[config.mk]
export PLATFORM = sky130hd
export DESIGN_NAME = smdc_capture
export DESIGN_NICKNAME = d
export VERILOG_FILES = /design/src/core/smdc_sync.v /design/src/core/smdc_capture.v
export VERILOG_INCLUDE_DIRS = /design/src /design/src/pkg
export SDC_FILE = /design/constraint.sdc
export NUM_CORES = 1
export LEC_CHECK = 0
export BUFFER_PORTS_ARGS = -buffer_cell sky130_fd_sc_hd__buf_2
export CAP_MARGIN = 20
export CORE_UTILIZATION = 55
export DETAILED_ROUTE_END_ITERATION = 16
export GPL_TIMING_DRIVEN = 0
export PLACE_DENSITY = 0.74
export SLEW_MARGIN = 20
export SYNTH_ARGS = -nofsm -noshare
export SYNTH_HDL_FRONTEND = slang
export SYNTH_HIERARCHICAL = 1
export SYNTH_SLANG_ARGS = --single-unit
[constraint.sdc]
create_clock -name clk -period 2.1 [get_ports clk]
set_input_delay 0 -clock clk [delete_from_list [all_inputs] [get_ports clk]]
set_output_delay 0 -clock clk [all_outputs]
set_load 0.05 [all_outputs]
[src/pkg/smdc_defs.vh]
// Constants for the serial modulation data capture block
// How it works
// Data pin high is one, low zero
// Source keeps bit rate at or below limit
// Normal mode samples data on clock fall
// Symbol mode samples data on strobe fall
// Source starts each bit at clock rise
// Data and strobe both sampled on clock fall
// Clock and strobe stay at or below limit
// Strobe may repeat or pulse only once
// Source holds strobe high over first bit
// Single or continuous strobe both accepted
// Mode input picks normal or symbol clocking
`ifndef SMDC_DEFS_VH
`define SMDC_DEFS_VH

// ----------------------------------------------------------------
// Link limits and local clock
// ----------------------------------------------------------------
`define SMDC_MAX_BIT_RATE_MBPS  50
`define SMDC_MAX_LINK_CLK_MHZ   50
`define SMDC_CLK_PERIOD_NS      25
`define SMDC_CLK_MHZ            40

// ----------------------------------------------------------------
// Structure and reset values
// ----------------------------------------------------------------
`define SMDC_SYNC_STAGES        2
`define SMDC_CNT_W              8
`define SMDC_WORD_W             16
`define SMDC_MODE_NORMAL        1'b0
`define SMDC_MODE_SYMBOL        1'b1
`define SMDC_CNT_RESET          8'h00
`define SMDC_WORD_RESET         16'h0000

`endif

[src/core/smdc_sync.v]
// Two-stage synchroniser for one level from outside the clock domain
`timescale 1ns/1ps
`default_nettype none

module smdc_sync (
  input  wire clk,
  input  wire reset,
  input  wire async_in,
  output reg  sync_out
);

  // ----------------------------------------------------------------
  // Synchroniser chain
  // ----------------------------------------------------------------
  reg meta;

  // First stage feeds only the second stage, nothing else looks at it
  always @(posedge clk) begin
    if (reset) begin
      meta     <= 1'b0;
      sync_out <= 1'b0;
    end else begin
      meta     <= async_in;
      sync_out <= meta;
    end
  end

endmodule // smdc_sync

`default_nettype wire

[src/core/smdc_capture.v]
// Serial data capture: data, data clock and symbol strobe into bits and symbols
`timescale 1ns/1ps
`default_nettype none
`include "smdc_defs.vh"

module smdc_capture #(
  parameter CNT_W  = `SMDC_CNT_W,
  parameter WORD_W = `SMDC_WORD_W
) (
  input  wire              clk,
  input  wire              reset,
  input  wire              serial_data,
  input  wire              data_clock,
  input  wire              symbol_strobe,
  input  wire              symbol_mode,
  input  wire [CNT_W-1:0]  symbol_len_m1,
  output reg               bit_valid,
  output reg               bit_data,
  output reg               bit_first,
  output reg               sym_valid,
  output reg  [WORD_W-1:0] sym_word,
  output reg               aligned
);

  // ----------------------------------------------------------------
  // Pin synchronisers
  // ----------------------------------------------------------------
  // All three pins see the same two-stage delay, so the data and
  // strobe levels line up with the clock edge the block detects.
  // Limitation: the local clock must run well above twice the link
  // clock; at 40 MHz a link near its 50 MHz ceiling aliases.
  wire data_s;
  wire dclk_s;
  wire strobe_s;

  smdc_sync u_sync_data (
    .clk      (clk),
    .reset    (reset),
    .async_in (serial_data),
    .sync_out (data_s)
  );

  smdc_sync u_sync_dclk (
    .clk      (clk),
    .reset    (reset),
    .async_in (data_clock),
    .sync_out (dclk_s)
  );

  smdc_sync u_sync_strobe (
    .clk      (clk),
    .reset    (reset),
    .async_in (symbol_strobe),
    .sync_out (strobe_s)
  );

  // ----------------------------------------------------------------
  // Edge detection
  // ----------------------------------------------------------------
  reg dclk_prev;
  reg strobe_prev;
  reg mode_prev;

  // Previous levels of the synchronised clocks, and the mode seen last
  always @(posedge clk) begin
    if (reset) begin
      dclk_prev   <= 1'b0;
      strobe_prev <= 1'b0;
      mode_prev   <= `SMDC_MODE_NORMAL;
    end else begin
      dclk_prev   <= dclk_s;
      strobe_prev <= strobe_s;
      mode_prev   <= symbol_mode;
    end
  end

  wire dclk_fall;
  wire strobe_fall;
  wire mode_change;
  wire use_symbol;
  wire take_bit;

  // Falling edges only; rising edges mark bit starts and are not used
  assign dclk_fall   = dclk_prev & ~dclk_s;
  assign strobe_fall = strobe_prev & ~strobe_s;
  assign use_symbol  = (symbol_mode == `SMDC_MODE_SYMBOL);
  assign mode_change = (symbol_mode != mode_prev);
  // Rates above half the local clock are not refused: each detected fall is a bit unless symbol_mode changes in that cycle
  assign take_bit    = use_symbol ? strobe_fall : dclk_fall;

  // ----------------------------------------------------------------
  // Next-state logic for bit position and symbol assembly
  // ----------------------------------------------------------------
  reg [CNT_W-1:0]  bit_cnt;
  reg [WORD_W-1:0] shift;

  reg [CNT_W-1:0]  next_bit_cnt;
  reg [WORD_W-1:0] next_shift;
  reg              next_aligned;
  reg              next_first;
  reg              next_last;

  always @* begin
    next_bit_cnt = bit_cnt;
    next_shift   = shift;
    next_aligned = aligned;
    next_first   = 1'b0;
    next_last    = 1'b0;
    if (mode_change) begin
      // Old alignment means nothing under the other clocking
      next_aligned = 1'b0;
      next_bit_cnt = `SMDC_CNT_RESET;
      next_shift   = `SMDC_WORD_RESET;
    end else if (take_bit) begin
      // High on the pin is a one, low a zero
      next_shift = {shift[WORD_W-2:0], data_s};
      if (use_symbol) begin
        // Each strobe fall is its own one-bit symbol, so older bits
        // must not leak into the word
        next_shift   = {{(WORD_W-1){1'b0}}, data_s};
        next_aligned = 1'b1;
        next_first   = 1'b1;
        next_last    = 1'b1;
        next_bit_cnt = `SMDC_CNT_RESET;
      end else if (strobe_s) begin
        // Strobe high at the clock fall marks the first bit
        next_aligned = 1'b1;
        next_first   = 1'b1;
        next_shift   = {{(WORD_W-1){1'b0}}, data_s};
        next_last    = (symbol_len_m1 == `SMDC_CNT_RESET);
        next_bit_cnt = next_last ? `SMDC_CNT_RESET : {{(CNT_W-1){1'b0}}, 1'b1};
      end else if (aligned) begin
        // A single pulse suffices: the counter keeps the boundaries
        next_first = (bit_cnt == `SMDC_CNT_RESET);
        next_last  = (bit_cnt == symbol_len_m1);
        if (next_first)
          next_shift = {{(WORD_W-1){1'b0}}, data_s};
        if (next_last)
          next_bit_cnt = `SMDC_CNT_RESET;
        else
          next_bit_cnt = bit_cnt + {{(CNT_W-1){1'b0}}, 1'b1};
      end
    end
  end

  // ----------------------------------------------------------------
  // Registered state
  // ----------------------------------------------------------------
  // Bits before the first strobe are still passed out, but no
  // symbol is formed until a boundary has been seen.
  always @(posedge clk) begin
    if (reset) begin
      bit_cnt <= `SMDC_CNT_RESET;
      shift   <= `SMDC_WORD_RESET;
      aligned <= 1'b0;
    end else begin
      bit_cnt <= next_bit_cnt;
      shift   <= next_shift;
      aligned <= next_aligned;
    end
  end

  // ----------------------------------------------------------------
  // Output registers
  // ----------------------------------------------------------------
  // One-cycle pulses; data and word hold until the next capture
  always @(posedge clk) begin
    if (reset) begin
      bit_valid <= 1'b0;
      bit_data  <= 1'b0;
      bit_first <= 1'b0;
      sym_valid <= 1'b0;
      sym_word  <= `SMDC_WORD_RESET;
    end else begin
      bit_valid <= take_bit & ~mode_change;
      bit_first <= next_first;
      sym_valid <= next_last;
      if (take_bit & ~mode_change)
        bit_data <= data_s;
      if (next_last)
        sym_word <= next_shift;
    end
  end

endmodule // smdc_capture

`default_nettype wire

# Yosys cells after proc, flatten, opt, wreduce, memory -nomap -nowiden
# Index checks and enable logic that the tools add are counted.
word_totals:
  mem_count: 0
  rom_bits: 0
  latchBits: 0
  word_cells: 57
  register_bits: 54
  ramBits: 0
op_classes:
  n_shift: 0
  div_mod_pow: 0
  n_mul: 0
  add_sub_neg: 1
  n_mux: 22
  order_cmp: 0
  eq_ne: 2
  n_reduce_logical: 8
  bitwise_logic: 7
op_table:
  columns: ["cell", "n"]
  rows:
  - ["$mux 16", 6]
  - ["$mux 8", 4]
  - ["$logic_not 8->1", 2]
  - ["$mux 1", 12]
  - ["$add 8x1->8 const B", 1]
  - ["$eq 8x8->1", 1]
  - ["$not 1->1", 4]
  - ["$reduce_and 2->1", 2]
  - ["$and 1x1->1", 3]
  - ["$reduce_bool 3->1", 1]
  - ["$reduce_or 3->1", 1]
  - ["$reduce_bool 2->1", 1]
  - ["$reduce_or 2->1", 1]
  - ["$ne 1x1->1", 1]

# Longest topological paths before layout
logic_depth:
  ltp_word: 7
  ltp_mapped: 7
  mapped_depth_nobuf: 6

# Cells and area by module
# Netlist, hierarchy kept.
by_module_without_submodules:
  columns: ["module", "area_per_inst_um2", "cells_per_inst", "n_inst"]
  rows:
  - ["smdc_capture", 2039.5, 209, 1]
  - ["smdc_sync", 52.6, 4, 3]

# Least setup slack after synthesis
# OpenSTA, ideal clock, no wires.
synth_timing:
  path_type: "register -> register"
  start: "register aligned"
  end: "register sym_word[4]"
  setup_time_ps: 146
  path_stages_with_launch: 6
  n_path_buf: 1
  arrival_ps: 1688
  slack_ps: 266
  required_time_ps: 1954
  synth_period_minus_slack_ps: 1834
  cell_sequence: "dfxtp_1 > a41oi_1 > and3b_1 > buf_2 > a22oi_1 > a211oi_2"
synth_between:
  elab_chain_len: 5
synth_lines:
  columns: ["element", "line", "rtl"]
  rows:
  - ["from (decl)", "smdc_capture.v:22", "output reg aligned"]
  - ["from (signal assigned)", "smdc_capture.v:159", "aligned <= next_aligned;"]
  - ["$mux 16 or $mux 1 (tied branches)", "smdc_capture.v:132", "end else if (aligned) begin"]
  - ["$mux 16 or $mux 1 (tied branches)", "smdc_capture.v:125", "end else if (strobe_s) begin"]
  - ["$mux 16 or $mux 1 (tied branches)", "smdc_capture.v:117", "if (use_symbol) begin"]
  - ["$mux 16 or $mux 1 (tied branches)", "smdc_capture.v:114", "end else if (take_bit) begin"]
  - ["$mux 16 or $mux 1 (tied branches)", "smdc_capture.v:109", "if (mode_change) begin"]
  - ["to (signal assigned)", "smdc_capture.v:173", "sym_word <= `SMDC_WORD_RESET;"]
  - ["to (signal assigned)", "smdc_capture.v:181", "sym_word <= next_shift;"]
  - ["to (decl)", "smdc_capture.v:21", "output reg [WORD_W-1:0] sym_word,"]
# Several ways; a longest one is shown, not always the timed one.
# A chain may end at the register's enable or synchronous reset.

# Final worst setup path
layout_timing:
  start: "register bit_cnt[2]"
  end: "register sym_word[7]"
layout_between:
  elab_chain_len: 7
layout_lines:
  columns: ["element", "line", "rtl"]
  rows:
  - ["from (decl)", "smdc_capture.v:94", "reg [CNT_W-1:0] bit_cnt;"]
  - ["from (signal assigned)", "smdc_capture.v:153", "bit_cnt <= `SMDC_CNT_RESET;"]
  - ["from (signal assigned)", "smdc_capture.v:157", "bit_cnt <= next_bit_cnt;"]
  - ["$logic_not 8->1 (no line)", null, null]
  - ["$mux 16", "smdc_capture.v:136", "if (next_first)"]
  - ["$mux 16", "smdc_capture.v:132", null]
  - ["$mux 16", "smdc_capture.v:125", null]
  - ["$mux 16", "smdc_capture.v:117", null]
  - ["$mux 16", "smdc_capture.v:114", null]
  - ["$mux 16", "smdc_capture.v:109", null]
# Several ways; a longest one is shown, not always the timed one.

==> flow_metrics.tcl <==
set metrics [dict create \
    status "finished clean" \
    drt_first_pass_iters 4 \
    vias 1720 \
    drv_cap 0 \
    dp_cells 302 \
    hold_viol 0 \
    cts_root_buffer "clkbuf_8" \
    syn_nets 237 \
    syn_area_per_cell_um2 9.94 \
    syn_area_um2 2200 \
    synth-seq-cells 54 \
    crit_type "reg2reg" \
    multiInputGateArea_um2 1060 \
    wl_per_cell_um 14.0 \
    clk_latency_ns 0.30 \
    reg2reg_depth 7 \
    setup_violations 0 \
    die_x_um 65.2 \
    worst_slew_pin_slew_ns 0.703 \
    grt_pass1_wl_mm 7.05 \
    fillCellCount 318 \
    layout.nets 285 \
    diodes 0 \
    cts_setup_buffers 0 \
    clkSinkCount 54 \
    core_um2 3740 \
    register_area_um2 1080 \
    cts_buffers 5 \
    critical_path.cell_chain "clkbuf_1, nor4_2, a41oi_2, and3b_1, buf_2, a22oi_1, a211oi_2" \
    fp.dieArea_um2 4250 \
    wl_mm 4.43 \
    grt_pass1_vias 1520 \
    clockBufferDepth 2 \
    finalWeightedCongestion 0.843 \
    final_antenna_net_count 0 \
    yosys.area.top_type "dfxtp_1" \
    worstReg2RegStart "bit_cnt[2]" \
    yosysWarnings 6 \
    final_area_um2 2620 \
    yosysSeqAreaShare_pct 49.2 \
    viasPerCell 5.43 \
    ys_types 42 \
    drt_iter0_markers 117 \
    dp_hpwl_mm 2.97 \
    hold_depth 5 \
    crit_slowest_cell "a22oi_1" \
    fin_crit_sh_pct 97.9 \
    area_growth_pct 19.4 \
    stdcell_count 317 \
    cp_max_fo 10 \
    num_rows 22 \
    rsz0062_at_grt "true" \
    antenna_found_initial 0 \
    holdCritStartpoint "symbol_len_m1[2]" \
    synth_ff_type "dfxtp_1" \
    grt_overflow 0 \
    slew_viol_final 0 \
    pwr_density_cell_nw_per_um2 657 \
    max_slew_margin_pct 53.1 \
    setup.worst_path.start "bit_cnt[2]" \
    cts_tree "yes" \
    io_pins 35 \
    netlist_instances 221 \
    yosysTopAreaCellShare_pct 49.2 \
    dpl_cell_area_um2 2420 \
    hold_path_class "in2reg" \
    htreeDepth 2 \
    floorplan.initialDensity_pct 58.7 \
    reg2reg_slack_ns 0.04 \
    required_ns 2.26 \
    die_h_um 65.2 \
    crit_path_max_incr_delay_ns 0.32 \
    fin_util_pct 70.1 \
    finalCriticalPeriod_ns 2.06 \
    cp-start-kind "flop" \
    r2r-end "sym_word[7]" \
    peakVddDrop_uv 482 \
    worstPathArrival_ns 2.22 \
    p_leak_nw 1.03 \
    cts.clk_slew.worst_paths_ns 0.09 \
    grtUsageTotal_pct 21.6 \
    drc_errors 0 \
    hold_end "bit_cnt[0]" \
    most-common-layout-cells "dfxtp_1, nor2_1, buf_2" \
    synthTopCellsByArea "dfxtp_1, a211oi_2, nor2_1, xor2_1, a22oi_1" \
    synthArstFlopShare_pct 0 \
    grt_start_max_net_pins 16 \
    fin_skew_ns 0.00439 \
    final_common_cell "dfxtp_1" \
    top_regs "shift (16), sym_word (16), bit_cnt (8)" \
    clock.fmax_ghz 0.486 \
    end_kind "flop" \
    io_buffers 33 \
    synth_edf_count 0 \
    layout-drive-gt1-share_pct 29.7 \
    hold_ws_ns 0.314 \
]
timing repair:
action / 4_1_cts / 5_1_grt
hold buffers: 8 / 0
gates resized for setup: 1 / 8
setup endpoints to repair: 2 / 31
hold endpoints to repair: 7 / 0
gates cloned: 0 / 0
how the worst max path moves through the flow:
stage,endpoint,cells past startpoint,slack [ns]
global route,sym_word[7],7,-0.07
CTS,sym_word[10],7,0.01
detailed placement,sym_word[10],7,0.005
global placement,sym_word[4],7,0.01
finish,sym_word[7],7,0.04
floorplan,sym_word[4],5,0.27
layout make-up:
cell class / count / area share [%]
sequential: 54 / 41.3
timing repair buffer: 41 / 9.35
multi-input combinational: 150 / 40.3
clock inverter: 1 / 0.286
tap: 48 / 2.29
inverter: 5 / 0.715
clock buffer: 6 / 2.77
buffer: 12 / 2.96
critical path: cells and delay by family (launching register included):
family,cells,cell delay [ns]
buf+inv,2,0.38
simple gates,2,0.58
flops,1,0.31
compound gates,3,0.64
Yosys cell counts, types with 3 or more instances:
cell type	count
or2_2	4
nor2_2	4
nor4_1	3
inv_1	5
a21oi_1	7
nor2_1	35
xor2_1	14
dfxtp_1	54
a22oi_1	13
a211oi_2	15
nor2b_1	12
nand3_1	3
clkbuf_1	6
nand4_1	4
nand2_1	7
power by group:
group / switching (W) / total [W] / leakage, nW / internal [W]
combinational: 0.0000802 / 0.000131 / 0.555 / 0.0000511
sequential: 0.00000779 / 0.00104 / 0.438 / 0.00104
clock: 0.000320 / 0.000549 / 0.0373 / 0.000229
per-layer routing:
metal | global-route usage [%] | part of all wire, %
met3 | 5.21 | 3.8
met5 | 0 | 0
met1 | 30.0 | 51
met2 | 33.0 | 45
met4 | 6.52 | 0.38
through the flow:
stage,worst slack (ns),setup TNS (ns),power [W]
2_1_floorplan,0.266,0,0.00114
3_3_place_gp,0.0111,0,0.00118
3_5_place_dp,0.00499,0,0.00118
4_1_cts,0.0120,0,0.00173
5_1_grt,-0.0656,-0.250,0.00179
6_report,0.0440,0,0.00172
kinds of logic (layout without fill, tap and decap cells):
group	count (synthesis)	in the layout	synth area share [%]
compound gates	49	49	19.6
xor+xnor	14	14	5.58
fa+ha+maj	2	2	1.14
buf+inv	17	65	4.38
flops	54	54	49.2
simple gates	85	85	20.1
Note: power is estimated with default switching activity, not from simulation.
